<file path="src/flash_poll_map.vh">
`ifndef FLASH_POLL_MAP_VH
`define FLASH_POLL_MAP_VH

// ----------------------------------------------------------------------
// User command kinds
// ----------------------------------------------------------------------
`define CMD_WRITE        3'h0
`define CMD_READ         3'h1
`define CMD_POLL_TOGGLE  3'h2
`define CMD_POLL_DATA    3'h3
`define CMD_WAIT_TIMER   3'h4

// ----------------------------------------------------------------------
// Status byte bit positions of program_erase_status
// ----------------------------------------------------------------------
`define DATA_POLLING_BIT    7
`define PRIMARY_TOGGLE_BIT  6
`define FAILURE_FLAG_BIT    5
`define ERASE_TIMER_BIT     3
`define ERASE_TOGGLE_BIT    2
// Keeps bits 7,6,5,3,2; clears reserved bits 4,1,0
`define STATUS_MASK         8'hEC

// ----------------------------------------------------------------------
// Response codes
// ----------------------------------------------------------------------
`define RSP_OK       2'h0
`define RSP_FAIL     2'h1
`define RSP_TIMEOUT  2'h2

// ----------------------------------------------------------------------
// Timing
// ----------------------------------------------------------------------
`define CLK_PERIOD_NS     20
// Strobe low time of one bus cycle (least time, rounds up)
`define STROBE_NS         140
`define STROBE_CYC        ((`STROBE_NS + `CLK_PERIOD_NS - 1) / `CLK_PERIOD_NS)
// Longest erase timeout window before the erase starts
`define ERASE_WIN_US      120
`define ERASE_WIN_CYC     ((`ERASE_WIN_US * 1000) / `CLK_PERIOD_NS)
// Reads allowed per poll before giving up
`define POLL_LIMIT        16'hFFFF

`endif

</file>
<file path="src/flash_status_poller.v">
`timescale 1ns/10ps
`include "flash_poll_map.vh"

// How it works
// - Reported status masks reserved bits 0, 1 and 4.
// - Polling is started only after the full command sequence is written.
// - Poll at the programmed address or inside the erased block.
// - Two consecutive equal bit 6 reads mean done; next read is final.
// - Bit 3 high means erase started; only suspend may follow.
module flash_status_poller #(
    parameter AW            = 19,
    parameter STROBE_CYC    = `STROBE_CYC,
    parameter ERASE_WIN_CYC = `ERASE_WIN_CYC,
    parameter POLL_LIMIT    = `POLL_LIMIT
) (
    input  wire          clk_sys,
    input  wire          rst,
    input  wire          cmd_valid,
    input  wire [2:0]    cmd_kind,
    input  wire [AW-1:0] cmd_addr,
    input  wire [15:0]   cmd_data,
    output reg           cmd_ready,
    output reg           rsp_valid,
    output reg  [1:0]    rsp_code,
    output reg  [15:0]   rsp_data,
    output reg  [7:0]    rsp_status,
    output reg           erase_started,
    output wire [AW-1:0] flash_addr,
    output wire          flash_ce_n,
    output wire          flash_oe_n,
    output wire          flash_we_n,
    output wire [15:0]   flash_dq_o,
    output wire          flash_dq_oe_n,
    input  wire [15:0]   flash_dq_i
);
    // ------------------------------------------------------------------
    // States
    // ------------------------------------------------------------------
    localparam ST_IDLE  = 3'h0;
    localparam ST_PLAIN = 3'h1;
    localparam ST_FIRST = 3'h2;
    localparam ST_LOOP  = 3'h3;
    localparam ST_ERR   = 3'h4;
    localparam ST_FINAL = 3'h5;
    localparam ST_TIMER = 3'h6;

    localparam [31:0] WIN_LIM  = ERASE_WIN_CYC;
    localparam [15:0] POLL_LIM = POLL_LIMIT;

    reg  [2:0]    st_q;
    reg  [2:0]    kind_q;
    reg  [AW-1:0] addr_q;
    reg           exp7_q;
    reg  [15:0]   prev_q;
    reg  [15:0]   reads_q;
    reg  [31:0]   win_q;
    reg           fail_q;
    reg           go_q;
    reg           wr_q;
    wire          bus_done;
    wire [15:0]   bus_rdata;
    wire          tog_same;
    wire          dp_match;

    // ------------------------------------------------------------------
    // Bus cycle engine
    // ------------------------------------------------------------------
    flash_bus_cycle #(
        .AW         (AW),
        .STROBE_CYC (STROBE_CYC)
    ) u_bus (
        .clk_sys       (clk_sys),
        .rst           (rst),
        .start         (go_q),
        .is_write      (wr_q),
        .addr          (addr_q),
        .wdata         (prev_q),
        .done          (bus_done),
        .rdata         (bus_rdata),
        .flash_addr    (flash_addr),
        .flash_ce_n    (flash_ce_n),
        .flash_oe_n    (flash_oe_n),
        .flash_we_n    (flash_we_n),
        .flash_dq_o    (flash_dq_o),
        .flash_dq_oe_n (flash_dq_oe_n),
        .flash_dq_i    (flash_dq_i)
    );

    // Completion tests on the word just read
    assign tog_same = bus_rdata[`PRIMARY_TOGGLE_BIT] == prev_q[`PRIMARY_TOGGLE_BIT];
    assign dp_match = bus_rdata[`DATA_POLLING_BIT] == exp7_q;

    // ------------------------------------------------------------------
    // Poll sequencer
    // ------------------------------------------------------------------
    always @(posedge clk_sys or posedge rst) begin
        if (rst) begin
            st_q          <= ST_IDLE;
            kind_q        <= `CMD_READ;
            addr_q        <= {AW{1'b0}};
            exp7_q        <= 1'b0;
            prev_q        <= 16'h0000;
            reads_q       <= 16'h0000;
            win_q         <= 32'h00000000;
            fail_q        <= 1'b0;
            go_q          <= 1'b0;
            wr_q          <= 1'b0;
            cmd_ready     <= 1'b1;
            rsp_valid     <= 1'b0;
            rsp_code      <= `RSP_OK;
            rsp_data      <= 16'h0000;
            rsp_status    <= 8'h00;
            erase_started <= 1'b0;
        end else begin
            go_q      <= 1'b0;
            rsp_valid <= 1'b0;
            if (st_q == ST_TIMER && win_q != WIN_LIM) begin
                win_q <= win_q + 32'h00000001;
            end
            case (st_q)
                ST_IDLE: begin
                    if (cmd_valid) begin
                        // Poll commands are given once the sequence is written
                        kind_q    <= cmd_kind;
                        addr_q    <= cmd_addr;
                        prev_q    <= cmd_data;
                        exp7_q    <= cmd_data[`DATA_POLLING_BIT];
                        wr_q      <= cmd_kind == `CMD_WRITE;
                        go_q      <= 1'b1;
                        reads_q   <= 16'h0000;
                        win_q     <= 32'h00000000;
                        fail_q    <= 1'b0;
                        cmd_ready <= 1'b0;
                        if (cmd_kind == `CMD_WRITE || cmd_kind == `CMD_READ) begin
                            st_q <= ST_PLAIN;
                        end else if (cmd_kind == `CMD_WAIT_TIMER) begin
                            st_q          <= ST_TIMER;
                            erase_started <= 1'b0;
                        end else if (cmd_kind == `CMD_POLL_TOGGLE) begin
                            st_q <= ST_FIRST;
                        end else begin
                            st_q <= ST_LOOP;
                        end
                    end
                end
                ST_PLAIN: begin
                    if (bus_done) begin
                        // Other-bank reads come back as array data
                        rsp_data  <= wr_q ? prev_q : bus_rdata;
                        rsp_code  <= `RSP_OK;
                        rsp_valid <= 1'b1;
                        cmd_ready <= 1'b1;
                        st_q      <= ST_IDLE;
                    end
                end
                ST_FIRST: begin
                    if (bus_done) begin
                        prev_q <= bus_rdata;
                        go_q   <= 1'b1;
                        st_q   <= ST_LOOP;
                    end
                end
                ST_LOOP: begin
                    if (bus_done) begin
                        prev_q  <= bus_rdata;
                        reads_q <= reads_q + 16'h0001;
                        go_q    <= 1'b1;
                        if (kind_q == `CMD_POLL_TOGGLE ? tog_same : dp_match) begin
                            st_q <= ST_FINAL;
                        end else if (bus_rdata[`FAILURE_FLAG_BIT]) begin
                            st_q <= ST_ERR;
                        end else if (reads_q == POLL_LIM) begin
                            go_q      <= 1'b0;
                            rsp_code  <= `RSP_TIMEOUT;
                            rsp_data  <= bus_rdata;
                            rsp_valid <= 1'b1;
                            cmd_ready <= 1'b1;
                            st_q      <= ST_IDLE;
                        end
                    end
                end
                ST_ERR: begin
                    // Re-read after the failure flag: still busy means failed
                    if (bus_done) begin
                        prev_q <= bus_rdata;
                        go_q   <= 1'b1;
                        fail_q <= kind_q == `CMD_POLL_TOGGLE ? ~tog_same : ~dp_match;
                        st_q   <= ST_FINAL;
                    end
                end
                ST_FINAL: begin
                    if (bus_done) begin
                        rsp_data   <= bus_rdata;
                        // Reserved bits masked from the status view
                        rsp_status <= prev_q[7:0] & `STATUS_MASK;
                        rsp_code   <= fail_q ? `RSP_FAIL : `RSP_OK;
                        rsp_valid  <= 1'b1;
                        cmd_ready  <= 1'b1;
                        st_q       <= ST_IDLE;
                    end
                end
                ST_TIMER: begin
                    if (bus_done) begin
                        prev_q <= bus_rdata;
                        if (bus_rdata[`ERASE_TIMER_BIT]) begin
                            // Erase running: only suspend may be sent now
                            erase_started <= 1'b1;
                            rsp_code      <= `RSP_OK;
                        end else if (win_q == WIN_LIM) begin
                            rsp_code <= `RSP_TIMEOUT;
                        end
                        if (bus_rdata[`ERASE_TIMER_BIT] || win_q == WIN_LIM) begin
                            rsp_data   <= bus_rdata;
                            rsp_status <= bus_rdata[7:0] & `STATUS_MASK;
                            rsp_valid  <= 1'b1;
                            cmd_ready  <= 1'b1;
                            st_q       <= ST_IDLE;
                        end else begin
                            go_q <= 1'b1;
                        end
                    end
                end
                default: st_q <= ST_IDLE;
            endcase
        end
    end
endmodule // flash_status_poller

</file>
<file path="src/flash_bus_cycle.v">
`timescale 1ns/10ps
`include "flash_poll_map.vh"

// One asynchronous flash bus cycle: setup, strobe, sample, recovery
module flash_bus_cycle #(
    parameter AW         = 19,
    parameter STROBE_CYC = `STROBE_CYC
) (
    input  wire          clk_sys,
    input  wire          rst,
    input  wire          start,
    input  wire          is_write,
    input  wire [AW-1:0] addr,
    input  wire [15:0]   wdata,
    output reg           done,
    output reg  [15:0]   rdata,
    output reg  [AW-1:0] flash_addr,
    output reg           flash_ce_n,
    output reg           flash_oe_n,
    output reg           flash_we_n,
    output reg  [15:0]   flash_dq_o,
    output reg           flash_dq_oe_n,
    input  wire [15:0]   flash_dq_i
);
    localparam PH_IDLE   = 2'h0;
    localparam PH_SETUP  = 2'h1;
    localparam PH_STROBE = 2'h2;
    localparam PH_REC    = 2'h3;
    // Two extra strobe cycles cover the input synchroniser delay
    localparam [31:0] LAST_FULL = STROBE_CYC + 1;
    localparam [7:0]  LAST      = LAST_FULL[7:0];

    reg [1:0]  ph_q;
    reg [7:0]  cnt_q;
    reg        wr_q;
    reg [15:0] dq_meta_q;
    reg [15:0] dq_sync_q;

    // ------------------------------------------------------------------
    // Data pin synchroniser
    // ------------------------------------------------------------------
    always @(posedge clk_sys or posedge rst) begin
        if (rst) begin
            dq_meta_q <= 16'h0000;
            dq_sync_q <= 16'h0000;
        end else begin
            dq_meta_q <= flash_dq_i;
            dq_sync_q <= dq_meta_q;
        end
    end

    // ------------------------------------------------------------------
    // Cycle sequencer; recovery raises chip enable so each read is new
    // ------------------------------------------------------------------
    always @(posedge clk_sys or posedge rst) begin
        if (rst) begin
            ph_q          <= PH_IDLE;
            cnt_q         <= 8'h00;
            wr_q          <= 1'b0;
            done          <= 1'b0;
            rdata         <= 16'h0000;
            flash_addr    <= {AW{1'b0}};
            flash_ce_n    <= 1'b1;
            flash_oe_n    <= 1'b1;
            flash_we_n    <= 1'b1;
            flash_dq_o    <= 16'h0000;
            flash_dq_oe_n <= 1'b1;
        end else begin
            done <= 1'b0;
            case (ph_q)
                PH_IDLE: begin
                    if (start) begin
                        ph_q          <= PH_SETUP;
                        wr_q          <= is_write;
                        flash_addr    <= addr;
                        flash_dq_o    <= wdata;
                        flash_dq_oe_n <= ~is_write;
                        flash_ce_n    <= 1'b0;
                    end
                end
                PH_SETUP: begin
                    ph_q       <= PH_STROBE;
                    cnt_q      <= 8'h00;
                    flash_we_n <= ~wr_q;
                    flash_oe_n <= wr_q;
                end
                PH_STROBE: begin
                    cnt_q <= cnt_q + 8'h01;
                    if (cnt_q == LAST) begin
                        ph_q       <= PH_REC;
                        rdata      <= dq_sync_q;
                        flash_we_n <= 1'b1;
                        flash_oe_n <= 1'b1;
                    end
                end
                PH_REC: begin
                    ph_q          <= PH_IDLE;
                    flash_ce_n    <= 1'b1;
                    flash_dq_oe_n <= 1'b1;
                    done          <= 1'b1;
                end
                default: ph_q <= PH_IDLE;
            endcase
        end
    end
endmodule // flash_bus_cycle

</file>
<file path="config.mk">
export PLATFORM = sky130hd
export DESIGN_NAME = flash_status_poller
export DESIGN_NICKNAME = d
export VERILOG_FILES = /design/src/flash_status_poller.v /design/src/flash_bus_cycle.v
export VERILOG_INCLUDE_DIRS = /design/src /design/src/src
export SDC_FILE = /design/constraint.sdc
export NUM_CORES = 1
export LEC_CHECK = 0
export ABC_CLOCK_PERIOD_IN_PS = 4000
export BUFFER_PORTS_ARGS = -buffer_cell sky130_fd_sc_hd__buf_2
export CAP_MARGIN = 20
export CORE_MARGIN = 5
export CORE_UTILIZATION = 60
export CTS_BUF_LIST = sky130_fd_sc_hd__clkbuf_8
export CTS_CLUSTER_DIAMETER = 50
export DETAILED_ROUTE_END_ITERATION = 16
export MAX_ROUTING_LAYER = met4
export PLACE_DENSITY = 0.82
export SYNTH_ARGS = -nofsm -noshare
export SYNTH_HDL_FRONTEND = slang
export SYNTH_HIERARCHICAL = 1
export SYNTH_SLANG_ARGS = --single-unit
</file>
<file path="constraint.sdc">
create_clock -name clk_sys -period 4 [get_ports clk_sys]
set_input_delay 0.4 -clock clk_sys [delete_from_list [all_inputs] [get_ports clk_sys]]
set_output_delay 0.4 -clock clk_sys [all_outputs]
set_load 0.05 [all_outputs]
</file>
# After elaboration in Yosys (flattened, before gate mapping)

Index checks and enable logic that the tools add are counted.

Add/subtract/negate cells: 3
Equal/unequal tests: 39
Multiplexer cells: 94
Bitwise operators: 4
Reduce and logical (&&, ||, !) cells: 33

Operator list:

| kind                                             | count |
|---|---|
| 2-to-1 mux 16 bit                                | 12 |
| 2-to-1 mux 32 bit                                | 3 |
| case mux 16 bit (2 select lines)                 | 2 |
| case mux 16 bit (4 select lines)                 | 1 |
| 2-to-1 mux 1 bit                                 | 36 |
| 2-to-1 mux 3 bit                                 | 12 |
| adder 32 x 1 -> 32 bit (second input constant)   | 1 |
| == test 32 x 13 -> 1 bit (second input constant) | 1 |
| != test 32 x 13 -> 1 bit (second input constant) | 1 |
| case mux 8 bit (2 select lines)                  | 2 |
| AND reduction 9 bit                              | 3 |
| 2-to-1 mux 8 bit                                 | 3 |
| 2-to-1 mux 2 bit                                 | 11 |
| != test 2 x 1 -> 1 bit (second input constant)   | 11 |
| case mux 3 bit (6 select lines)                  | 1 |
| adder 16 x 1 -> 16 bit (second input constant)   | 1 |
| == test 16 bit (second input constant)           | 1 |
| case mux 2 bit (4 select lines)                  | 2 |
| != test 2 bit (second input constant)            | 7 |
| nonzero test 2 bit                               | 7 |
| == test 3 x 2 -> 1 bit (second input constant)   | 4 |
| == test 3 bit (second input constant)            | 4 |
| case mux 1 bit (2 select lines)                  | 6 |
| AND reduction 2 bit                              | 6 |
| 22 further kinds                                 | 35 |

Flip-flop bits (word level): 221
Input port bits: 57
Output and inout port bits: 68
Logic and storage cells: 202

# Depth between registers and ports, before layout

Gate-level depths: netlist of run 1.

Depth in word-level cells: 6
Mapped depth: 8
Gate-level depth less buffers: 7

# Cells and area by module

Netlist of run 1, hierarchy kept.

By module, submodules not included:

| module              | instances | cells an instance | area an instance (sq um) | seq. area each (sq um) |
|---|---|---|---|---|
| flash_status_poller | 1         | 607               | 5,950.7                  | 2,980.4 |
| flash_bus_cycle     | 1         | 225               | 3,606.0                  | 2,482.4 |

# Least setup slack after synthesis of run 1

No wires, ideal clock.

Path kind: register to register
Start: register win_q[18]
End: register rsp_code[0]
Library setup time: 0.125 ns
Data arrival time: 2.281 ns
Required time: 3.875 ns
Slack: 1.595 ns
Cell stages (with the launch flop): 8
Buffers on the path: 2
Period minus slack after synthesis: 2.405 ns
Cell sequence: dfrtp_1 > or4_1 > or4_1 > buf_6 > o21ai_4 > nand4_2 > buf_6 > mux2_2

Cells in the longest elaborated chain, start to end: 3

RTL lines:

| what                                    | RTL line                  | text |
|---|---|---|
| from (decl)                             | flash_status_poller.v:56  | `reg [31:0] win_q;` |
| from (signal assigned)                  | flash_status_poller.v:118 | `win_q <= win_q + 32'h00000001;` |
| == test 32 x 13 -> 1 bit                | flash_status_poller.v:209 | `end else if (win_q == WIN_LIM) begin` |
| != test 3 x 1 -> 1 bit (no source line) | -                         |  |
| AND reduction 9 bit (no source line)    | -                         |  |
| to (signal assigned)                    | flash_status_poller.v:196 | `` rsp_code <= fail_q ? `RSP_FAIL : `RSP_OK; `` |
| to (signal assigned)                    | flash_status_poller.v:208 | `` rsp_code <= `RSP_OK; `` |
| to (signal assigned)                    | flash_status_poller.v:210 | `` rsp_code <= `RSP_TIMEOUT; `` |
| to (decl)                               | flash_status_poller.v:24  | `output reg [1:0] rsp_code,` |

No other way between the ends.
A chain may end at the register's enable or synchronous reset.

# Worst setup path in the final report of run 1

Start: register win_q[18]
End: register rsp_data[1]

Cells in the longest elaborated chain, start to end: 4

RTL lines:

| what                                    | RTL line                  | text |
|---|---|---|
| == test 32 x 13 -> 1 bit                | flash_status_poller.v:212 | `` if (bus_rdata[`ERASE_TIMER_BIT] \|\| win_q == WIN_LIM) begin `` |
| logical OR 1 bit                        | flash_status_poller.v:212 |  |
| != test 2 x 1 -> 1 bit (no source line) | -                         |  |
| AND reduction 9 bit (no source line)    | -                         |  |
| to (signal assigned)                    | flash_status_poller.v:175 | `rsp_data <= bus_rdata;` |
| to (signal assigned)                    | flash_status_poller.v:193 | `rsp_data <= bus_rdata;` |
| to (signal assigned)                    | flash_status_poller.v:213 | `rsp_data <= bus_rdata;` |
| to (decl)                               | flash_status_poller.v:25  | `output reg [15:0] rsp_data,` |

No other way between the ends.

==> results.md, run 1 <==
* Status: finished, final reports clean
* Hold Buf Count CTS at 17
* CTS tree: built
* Dpl hpwl at 13.7 mm
* Pins Over Slew Limit at 0
* Footprint of the multi-input gates at 3830 um2
* Number of synthesized register bits at 218
* Setup violators final at 0
* Post-synth EDFFs at 0
* Gpl congestion at 0.913
* Clock skew at 38.4 ps
* Hold path start: cmd_addr[6]
* Die width at 136 um
* Synth-to-Final Area Change at 17.4%
* Die height at 136 um
* Layout cell share with drive strength beyond 1 at 0.294
* Met2 wire len at 10.8 mm
* Top sig layer: met4
* Hold EP: addr_q[6]$_DFFE_PP0P_
* Post-Synthesis Mean Instance Area at 11.5 um2
* Cell taking the most area after synthesis: dfrtp_1
* FFs w/ async S/R, synth at 1.00
* Die Footprint at 18,600 um2
* Post-CTS Repair Setup Buffers at 0
* Hold Path Depth at 3
* CP Data Arrival Time at 3230 ps
* Worst skew pair latency at 540 ps
* Slowest Stage Delay on Critical Path at 740 ps
* Rel. slew slack at 0.393
* Reg2reg end: rsp_data[1]$_DFFE_PP0P_
* Psw at 3900 uW
* Met3 wire len at 1.18 mm
* DRT Wirelength at 21.6 mm
* DRC Markers at 0
* Hold/Removal Path Class: input pin to flip-flop
* Sequential power share at 0.394
* Most common cell type on the critical path: or4_1
* Storage element area at 5460 um2
* Nets at 1,049
* Htree depth at 2
* Slew @ Worst Pin at 908 ps
* CTS Buffer Depth at 3
* Worst EP required at 4410 ps
* Seq/Total Area, Yosys at 0.572
* CP startpoint kind: flip-flop
* Crit-path cells: or4_1 -> or4_1 -> o21ai_4 -> nand4_2 -> buf_4 -> mux2_2
* Static Leak at 0.00535 uW
* Starting Density at 0.606
* WL per Instance at 17.7 um
* Maxcap violations at 0
* Reg2reg path depth at 6
* Worst Path Max Fanout at 20
* Comb pwr share at 0.398
* Iteration-0 DRC Markers at 530
* Buf/Inv on CP at 1
* Mapped Cells at 832
* Worst r2r src: win_q[18]$_DFF_PP0_
* Top FF cell, synth: dfrtp_1
* Peak supply drop at 0.727 mV
* Critical path depth at 6
* Clock slew at reported path FFs at 60 ps
* Clock buffer count from CTS at 36
* Pint at 5240 uW
* Pwr Density at 814 nW/um2
* Fmax at 355 MHz
* Core Area at 15,800 um2
* GRT Util Overall at 0.252
* Largest delay share family, worst path: simple AND/OR/NAND/NOR gates
* Rows at 46
* Period utilization at 0.705
* Share of the synthesized area in the top cell type at 0.555
* CTS resizes at 0
* Overflow after GRT at 0
* Mapped Area at 9560 um2
* Synth warnings at 6
* CP max-delay cell: or4_1
* Clock power frac at 0.208
* # IOs at 125
* Routed vias/inst at 5.66
* Hold Fails Final Rpt at 0
* Sum Neg Setup Slack at 0 ps
* Tmin final at 2820 ps
* # port buffers at 121
* Initial antenna violation count at 1
* Crit path capture type: flip-flop
* Pre-antenna DRT Iters at 4
* Worst R2R Setup Slack at 1180 ps
* Top cells by area, synth: dfrtp_1 (56%), mux2_2 (9.4%), nand2_1 (4.4%)
* Root buf cell: clkbuf_8
* Global-route wire length before repair at 36.1 mm
* Sink Count at 218
* Total power at 9140 uW
* Number of global-route vias before repair at 7,111
* Largest net degree at the start of global routing at 69
* Post-synthesis cell type count at 65
* RSZ-0062 raised after global routing: false
* Via Count at 6,916
* Routed Antenna Nets at 0
* Setup Crit Path Kind: flip-flop to flip-flop
* M1 wire length at 9.01 mm
* # fillers at 1,091
* Sw Ratio at 0.426
-- worst register-to-register path, delay by kind of cell (launching register included) --
family	cells	cell delay, ps
and+or+nand+nor	3	1390
DFF	1	430
buffers and inverters	1	260
muxes	1	330
AOI/OAI and AO/OA	1	300
-- synth_stat cells (all sizes together) (5+ instances only) --
cell type / instances
inv: 23
and3: 6
ha: 9
xor2: 24
or4: 7
nor4: 10
o22ai: 6
a21oi: 33
xnor2: 16
o21ai: 18
dfrtp: 212
or3: 7
and4: 6
nor3: 10
o31ai: 5
buf: 22
dfstp: 6
mux2: 90
nand4: 17
nand3: 20
o211ai: 6
nand2: 113
nor2: 69
clkbuf: 17
mux2i: 26
-- registers in the layout, indices dropped and copies added (netlist names), 2 cells and up --
name              count
st_q                  3
win_q                32
kind_q                3
u_bus/flash_dq_o     16
reads_q              16
u_bus/flash_addr     19
rsp_data             16
prev_q               16
u_bus/dq_sync_q      16
u_bus/rdata          16
rsp_code              2
u_bus/cnt_q           8
u_bus/dq_meta_q      16
addr_q               19
u_bus/ph_q            2
rsp_status            5
-- routing by layer --
layer  vias to the layer above  track usage
li1                       3197            -
met1                      3469        0.324
met2                       195        0.398
met3                        55       0.0507
met4                         0       0.0969
met5                         -            -
-- how the worst max path moves through the flow --
stage / startpoint / end
floorplan: rst / addr_q[0]$_DFFE_PP0P_
global placement: win_q[18]$_DFF_PP0_ / rsp_data[1]$_DFFE_PP0P_
detailed placement: st_q[1]$_DFFE_PP0P_ / rsp_data[11]$_DFFE_PP0P_
CTS: st_q[1]$_DFFE_PP0P_ / rsp_data[1]$_DFFE_PP0P_
global route: st_q[1]$_DFFE_PP0P_ / rsp_data[1]$_DFFE_PP0P_
finish: win_q[18]$_DFF_PP0_ / rsp_data[1]$_DFFE_PP0P_
-- logic make-up (layout without fill, tap and decap cells) --
logic type                 Yosys count  count (layout)  share of synthesized area
and+or+nand+nor                    288             288                      0.145
DFF                                218             218                      0.572
muxes                              116             116                      0.137
AOI/OAI and AO/OA                   98              98                     0.0673
buffers and inverters               62             233                     0.0296
xor gates and xnor gates            40              40                     0.0367
adders and majority gates            9               9                     0.0118
other                                1               4                   0.000392
-- layout make-up --
cell class,instances,area share
diodes,1,0.000223
clock inverters,15,0.00736
inverters,23,0.00814
repair buffers,150,0.0772
clock buffers,45,0.0552
multi-input cells,554,0.341
well taps,216,0.0241
flip-flops and latches,218,0.487
-- power groups by stage --
stage	logic, uW	clock network, uW	registers (uW)
floorplan	1810	0	4470
global placement	3480	0	3580
detailed placement	3570	0	3600
CTS	3650	1930	3590
global route	3900	2050	3710
finish	3630	1900	3600
-- cell usage in the layout, fill, tap and decap left out, types with 5 or more instances in the layout --
cell type,count
dfrtp_1,212
buf_2,121
nand2_1,113
mux2_2,80
nor2_1,69
clkbuf_8,45
a21oi_1,32
inv_1,29
mux2i_1,26
xor2_1,24
nand3_1,19
o21ai_0,17
dlygate4sd3_1,17
nand4_1,16
xnor2_1,16
buf_4,12
nor4_1,10
mux2_4,10
ha_1,9
nor3_1,8
or4_1,7
or3_1,7
o211ai_1,6
o22ai_1,6
and4_1,6
and3_1,6
dfstp_2,6
o31ai_1,5
-- through the flow --
stage | hold slack (ps) | setup WS (ps) | cell area (um2) | cells | util
6_report | 48.6 | 1180 | 11200 | 1222 | 0.712
5_1_grt | 25.3 | 981 | 11200 | 1222 | 0.712
4_1_cts | 22.9 | 1190 | 11200 | 1221 | 0.711
3_3_place_gp | 332 | 1280 | 10300 | 1144 | 0.656
2_1_floorplan | 331 | 446 | 9560 | 834 | -
3_5_place_dp | 335 | 1210 | 10300 | 1144 | 0.656
(Power assumes the default switching activity.)
==> inputs of run 2 (changes only) <==
--- a/config.mk
+++ b/config.mk
@@ -6,7 +6,7 @@
 export SDC_FILE = /design/constraint.sdc
 export NUM_CORES = 1
 export LEC_CHECK = 0
-export ABC_CLOCK_PERIOD_IN_PS = 4000
+export ABC_CLOCK_PERIOD_IN_PS = 2900
 export BUFFER_PORTS_ARGS = -buffer_cell sky130_fd_sc_hd__buf_2
 export CAP_MARGIN = 20
 export CORE_MARGIN = 5
==> constraint.sdc (replaced) <==
create_clock -name clk_sys -period 2.9 [get_ports clk_sys]
set_input_delay 0.29 -clock clk_sys [delete_from_list [all_inputs] [get_ports clk_sys]]
set_output_delay 0.29 -clock clk_sys [all_outputs]
set_load 0.05 [all_outputs]
==> run 2 against run 1 <==
Total power increased by 43%; first-iteration DRC count down 19%; sequential power grew 37%; global-route usage up 1.1 points; register-to-register slack worse by 1000 ps; fmax up 3.7%; clock power increased by 54%; die area did not move; critical endpoint is now rsp_data[10]$_DFFE_PP0P_; highest routed layer unchanged.
==> results.md, run 2 (synthesis gave the netlist of run 1 again) <==
* Status: finished, final reports clean
* Comb pwr share at 0.396 (-0.002)
* Overflow after GRT at 0 (unchanged)
* Worst EP required at 3300 ps (-1110 ps)
* Reg2reg path depth at 6 (unchanged)
* Worst Path Max Fanout at 20 (unchanged)
* Setup violators final at 0 (unchanged)
* Clock buffer count from CTS at 37 (+2.8%)
* Root buf cell: clkbuf_8
* Largest reg by FF count: win_q
* Slew @ Worst Pin at 845 ps (-62.8 ps)
* Dpl hpwl at 13.8 mm (+0.93%)
* Starting Density at 0.606 (unchanged)
* GRT Util Overall at 0.263 (+0.0114)
* Fmax at 368 MHz (+3.7%)
* Layout cell share with drive strength beyond 1 at 0.295 (+0.00109)
* Nets at 1,080 (+3.0%)
* Period utilization at 0.938 (+0.233)
* Hold Fails Final Rpt at 0 (unchanged)
* Clock slew at reported path FFs at 70 ps (about the same)
* Pre-antenna DRT Iters at 5 (+1)
* Largest net degree at the start of global routing at 60 (-13%)
* Synth-to-Final Area Change at 22.1%
* Pre-CTS WS at 208 ps (-1000 ps)
* Initial antenna violation count at 4 (+3)
* Pint at 7590 uW (+45%)
* Pins Over Slew Limit at 0 (unchanged)
* # IOs at 125 (unchanged)
* DRT Wirelength at 22.8 mm (+5.2%)
* Tmin final at 2720 ps (-99.9 ps)
* CP startpoint kind: flip-flop
* # fillers at 1,019 (-6.6%)
* CTS tree: built
* Die height at 136 um (unchanged)
* Hold Path Depth at 2 (-1)
* Maxcap violations at 0 (unchanged)
* Core Area at 15,800 um2 (unchanged)
* Static Leak at 0.00555 uW (+3.8%)
* Sink Count at 218 (unchanged)
* Htree depth at 2 (unchanged)
* Rel. slew slack at 0.429 (+0.0360)
* Psw at 5450 uW (+40%)
* CTS Buffer Depth at 3 (unchanged)
* Routed Antenna Nets at 0 (unchanged)
* Die Footprint at 18,600 um2 (unchanged)
* Largest regs: win_q x32, addr_q x19, u_bus/flash_addr x19
* WL per Instance at 18.0 um (+1.8%)
* Hold slack at 40.1 ps (-8.53 ps)
* Sw Ratio at 0.418 (-0.00855)
* Rows at 46 (unchanged)
* CP Data Arrival Time at 3120 ps (-110 ps)
* Pwr Density at 1120 nW/um2 (+37%)
* # port buffers at 121 (unchanged)
* Setup Crit Path Kind: flip-flop to flip-flop
* Worst skew pair latency at 530 ps (about the same)
* Crit path capture type: flip-flop
* Global-route wire length before repair at 37.7 mm (+4.6%)
* Sequential power share at 0.379 (-0.015)
* Number of global-route vias before repair at 7,438 (+4.6%)
* Min setup slack post-route at 181 ps (-1000 ps)
* Post-CTS Repair Setup Buffers at 0 (unchanged)
* Clock skew at 29.3 ps (-9.04 ps)
* Via Count at 7,161 (+3.5%)
* Routed vias/inst at 5.67 (+0.26%)
* Clock power frac at 0.224 (+0.016)
* Die width at 136 um (unchanged)
* Peak supply drop at 0.984 mV (+35%)
* RSZ-0062 raised after global routing: false
* Sum Neg Setup Slack at 0 ps (unchanged)
* Gpl congestion at 0.894 (-2.0%)
* Iteration-0 DRC Markers at 431 (-19%)
* Largest register FFs at 32 (unchanged)
* Commonest cells after routing, fill and taps aside: dfrtp_1 (212), buf_2 (121), nand2_1 (113), mux2_2 (80), nor2_1 (69)
* Most common cell after layout, fill and taps aside: dfrtp_1
* DRC Markers at 0 (unchanged)
* Hold/Removal Path Class: input pin to flip-flop
==> run 2: metal layers <==
metal	up-vias	GRT usage	routed length (um)
met1	3543	0.327	9040
li1	3286	-	-
met4	0	0.102	773
met3	70	0.0648	1490
met2	262	0.420	11500
met5	-	-	0
==> run 2: power by group through the flow <==
stage	clock network, uW	logic (uW)	registers, uW
after global routing	3120	5550	5070
final	2920	5160	4940
after global placement	0	4910	4900
after CTS	2960	5110	4910
after detailed placement	0	5030	4930
after floorplan	0	2500	6170
==> run 2: final timing paths <==
| check | startpoint | end | slack (ps) |
|---|---|---|---|
| min in group asynchronous | rst | u_bus/flash_addr[3]$_DFFE_PP0P_ | 420 |
| hold reg to reg | u_bus/dq_meta_q[7]$_DFF_PP0_ | u_bus/dq_sync_q[7]$_DFF_PP0_ | 350 |
| setup / recovery | win_q[18]$_DFF_PP0_ | rsp_data[10]$_DFFE_PP0P_ | 180 |
| setup reg to reg | win_q[18]$_DFF_PP0_ | rsp_data[10]$_DFFE_PP0P_ | 180 |
| max in group asynchronous | rst | win_q[1]$_DFF_PP0_ | 1640 |
| hold / removal | cmd_kind[2] | wr_q$_DFFE_PP0P_ | 40 |
==> run 2: what timing repair did <==
action / in CTS / in global routing
endpoints found under the hold margin: 81 / 0
endpoints found under the setup margin: 0 / 0
gates resized for setup: 0 / 0
hold buffers: 38 / 0
==> run 2: final cells by class <==
type | instances | area (um2) | share of cell area
Clock buffer | 45 | 619 | 0.0531
Clock inverter | 22 | 178 | 0.0152
Antenna cell | 4 | 10.0 | 0.000858
Timing Repair Buffer | 180 | 1210 | 0.103
Tap cell | 216 | 270 | 0.0232
Sequential cell | 218 | 5460 | 0.468
Multi-Input combinational cell | 554 | 3830 | 0.328
Inverter | 23 | 92.6 | 0.00794
==> run 2: metrics by stage <==
step           total power, uW  cell area, um2  utilization  cells
2_1_floorplan             8660            9570            -    834
3_3_place_gp              9810           10500        0.664   1153
3_5_place_dp              9960           10500        0.664   1153
4_1_cts                  13000           11700        0.739   1258
5_1_grt                  13700           11700        0.740   1262
6_report                 13000           11700        0.740   1262
==> run 2: worst max-delay path: stages (launching register included) <==
cell and delay (ps):
dfrtp_1 440, or4_1 540, or4_1 670, o21ai_4 250, nand4_2 110, buf_4 270, mux2_2 330
==> inputs of run 3 (changes only) <==
--- a/config.mk
+++ b/config.mk
@@ -9,13 +9,13 @@
 export ABC_CLOCK_PERIOD_IN_PS = 2900
 export BUFFER_PORTS_ARGS = -buffer_cell sky130_fd_sc_hd__buf_2
 export CAP_MARGIN = 20
-export CORE_MARGIN = 5
-export CORE_UTILIZATION = 60
+export CORE_MARGIN = 2
+export CORE_UTILIZATION = 50
 export CTS_BUF_LIST = sky130_fd_sc_hd__clkbuf_8
 export CTS_CLUSTER_DIAMETER = 50
 export DETAILED_ROUTE_END_ITERATION = 16
 export MAX_ROUTING_LAYER = met4
-export PLACE_DENSITY = 0.82
+export PLACE_DENSITY = 0.71
 export SYNTH_ARGS = -nofsm -noshare
 export SYNTH_HDL_FRONTEND = slang
 export SYNTH_HIERARCHICAL = 1
==> run 3 against run 2 <==
Clock power shrank 4%; setup slack lost 28 ps; hold slack gained 6.0 ps; fmax shrank 1.0%; combinational power shrank 0.8%; sequential power shrank 0.8%; critical path depth is the same; sequential share of layout area shrank 0.065 points; global-route usage shrank 3.5 points; utilization shrank 12 points; cell count grew 1.8%; highest routed layer unchanged; clock skew shrank 6.7 ps.
==> results.md, run 3 (synthesis gave the netlist of run 1 again) <==
* Most common cell after layout, fill and taps aside: dfrtp_1
* Design Area, Final at 11,700 um2 (+0.14%)
* Hold EP: wr_q$_DFFE_PP0P_
* Rel. slew slack at 0.620 (+0.191)
* Maxcap violations at 0 (unchanged)
* GRT Util Overall at 0.229 (-0.0347)
* Tmin final at 2750 ps (+27.6 ps)
* Root buf cell: clkbuf_8
* Via Count at 6,953 (-2.9%)
* Period utilization at 0.947 (+0.00951)
* Static Leak at 0.00559 uW (+0.63%)
* # IOs at 125 (unchanged)
* Overflow after GRT at 0 (unchanged)
* Peak supply drop at 0.946 mV (-3.9%)
* # port buffers at 121 (unchanged)
* Largest reg by FF count: win_q
* Die width at 142 um (+4.4%)
* Pre-antenna DRT Iters at 5 (unchanged)
* Die Footprint at 20,200 um2 (+9.1%)
* Worst Path Max Fanout at 20 (unchanged)
* Starting Density at 0.511 (-0.0951)
* Crit path capture type: flip-flop
* Setup Crit Path Kind: flip-flop to flip-flop
* Reg2reg path depth at 6 (unchanged)
* Initial antenna violation count at 1 (-3)
* CTS Buffer Depth at 3 (unchanged)
* Hold Fails Final Rpt at 0 (unchanged)
* Status: finished, final reports clean
* Hold Path Depth at 2 (unchanged)
* # fillers at 1,438 (+41%)
* DRT Wirelength at 21.6 mm (-5.3%)
* GR peak layer: met2
* Fmax at 364 MHz (-1.0%)
* Layout cell share with drive strength beyond 1 at 0.295 (about the same)
* Hold path start: cmd_kind[2]
* RSZ-0062 raised after global routing: false
* Slew @ Worst Pin at 570 ps (-276 ps)
* Largest net degree at the start of global routing at 58 (-3.3%)
* Rows at 50 (+8.7%)
* Clock buffer count from CTS at 37 (unchanged)
* CP startpoint kind: flip-flop
* Pwr Density at 1100 nW/um2 (-1.7%)
* Routed Antenna Nets at 0 (unchanged)
* Clock skew at 22.7 ps (-6.67 ps)
* Reg2reg end: rsp_data[12]$_DFFE_PP0P_
* DRC Markers at 0 (unchanged)
* WL per Instance at 16.8 um (-6.9%)
* Hold/Removal Path Class: input pin to flip-flop
* Cell Count, Final, Fillers Out at 1,285 (+1.8%)
* Core Area at 18,700 um2 (+19%)
* Routed vias/inst at 5.41 (-4.6%)
* Nets at 1,086 (+0.56%)
* Placed Area at 10,500 um2 (+0.43%)
* Final design utilization at 0.625 (-0.115)
* CP Data Arrival Time at 3140 ps (+20 ps)
* Largest regs: win_q x32, addr_q x19, u_bus/flash_addr x19
* Worst r2r src: win_q[23]$_DFF_PP0_
* Synth-to-Final Area Change at 22.2%
* Global-route wire length before repair at 35.9 mm (-5.0%)
* Die height at 142 um (+4.4%)
* Sink Count at 218 (unchanged)
* CTS resizes at 0 (unchanged)
* Number of global-route vias before repair at 7,179 (-3.5%)
* Worst skew pair latency at 530 ps (about the same)
* Iteration-0 DRC Markers at 390 (-9.5%)
* Commonest cells after routing, fill and taps aside: dfrtp_1 (212), buf_2 (121), nand2_1 (112), mux2_2 (80), nor2_1 (69)
* Worst EP required at 3300 ps (about the same)
* Setup violators final at 0 (unchanged)
* Met1 Use GR at 0.287 (-0.0402)
* Largest register FFs at 32 (unchanged)
* Placed insts at 1,177 (+2.1%)
* Pins Over Slew Limit at 0 (unchanged)
* Clock slew at reported path FFs at 60 ps (about the same)
* CTS tree: built
* M3 GR Usage at 0.0562 (-0.00858)
* Gpl congestion at 0.852 (-4.8%)
* Dpl hpwl at 13.9 mm (+0.51%)
* Routing usage on met2 at 0.364 (-0.0558)
* Sum Neg Setup Slack at 0 ps (unchanged)
* Htree depth at 2 (unchanged)
* Worst R2R Setup Slack at 150 ps (-30 ps)
## run 3: power by group
part	internal, uW	total [uW]	leakage (uW)	switching [uW]
clock network	1610	2810	0.000459	1200
logic	1830	5120	0.00244	3290
registers	4090	4900	0.00269	812
## run 3: cell type report
class                           count  area (um2)  share of cell area
Sequential cell                   218        5460               0.468
Multi-Input combinational cell    554        3830               0.328
Timing Repair Buffer              186        1230               0.105
Clock buffer                       46         633              0.0542
Tap cell                          234         293              0.0251
Clock inverter                     22         140              0.0120
Inverter                           23        92.6             0.00793
Antenna cell                        2        5.00            0.000428
## run 3: critical path, stage by stage (launching register included)
cell and delay [ps]:
dfrtp_1 430, or4_1 550, or4_1 680, o21ai_4 260, nand4_2 110, buf_4 260
mux2_2 310
## run 3: per-layer routing
layer  share of wire  up-vias
met5               0        -
met1            0.43     3450
met2            0.48      167
met4           0.031        0
li1                -     3282
met3           0.056       54
## run 3: worst max-delay path by stage
stage | from | slack [ps] | depth (start not counted) | end
final | win_q[23]$_DFF_PP0_ | 150 | 6 | rsp_data[12]$_DFFE_PP0P_
after global placement | win_q[23]$_DFF_PP0_ | 250 | 6 | rsp_data[9]$_DFFE_PP0P_
after global routing | win_q[23]$_DFF_PP0_ | 10 | 6 | rsp_data[10]$_DFFE_PP0P_
after floorplan | rst | 30 | 1 | u_bus/cnt_q[0]$_DFFE_PP0P_
after detailed placement | win_q[23]$_DFF_PP0_ | 180 | 6 | rsp_data[10]$_DFFE_PP0P_
after CTS | win_q[23]$_DFF_PP0_ | 160 | 6 | rsp_data[12]$_DFFE_PP0P_
## run 3: through the flow
step           hold slack (ps)  power (uW)  worst slack, ps
2_1_floorplan              321        8660             26.2
3_3_place_gp               323        9840              254
3_5_place_dp               332        9980              175
4_1_cts                   21.1       12900              158
5_1_grt                   24.9       13600             12.7
6_report                  46.0       12800              153
## run 3: what timing repair did
action | 4_1_cts | 5_1_grt
hold endpoints to repair | 89 | 0
hold buffers | 38 | 0
buffers inserted | 0 | 0
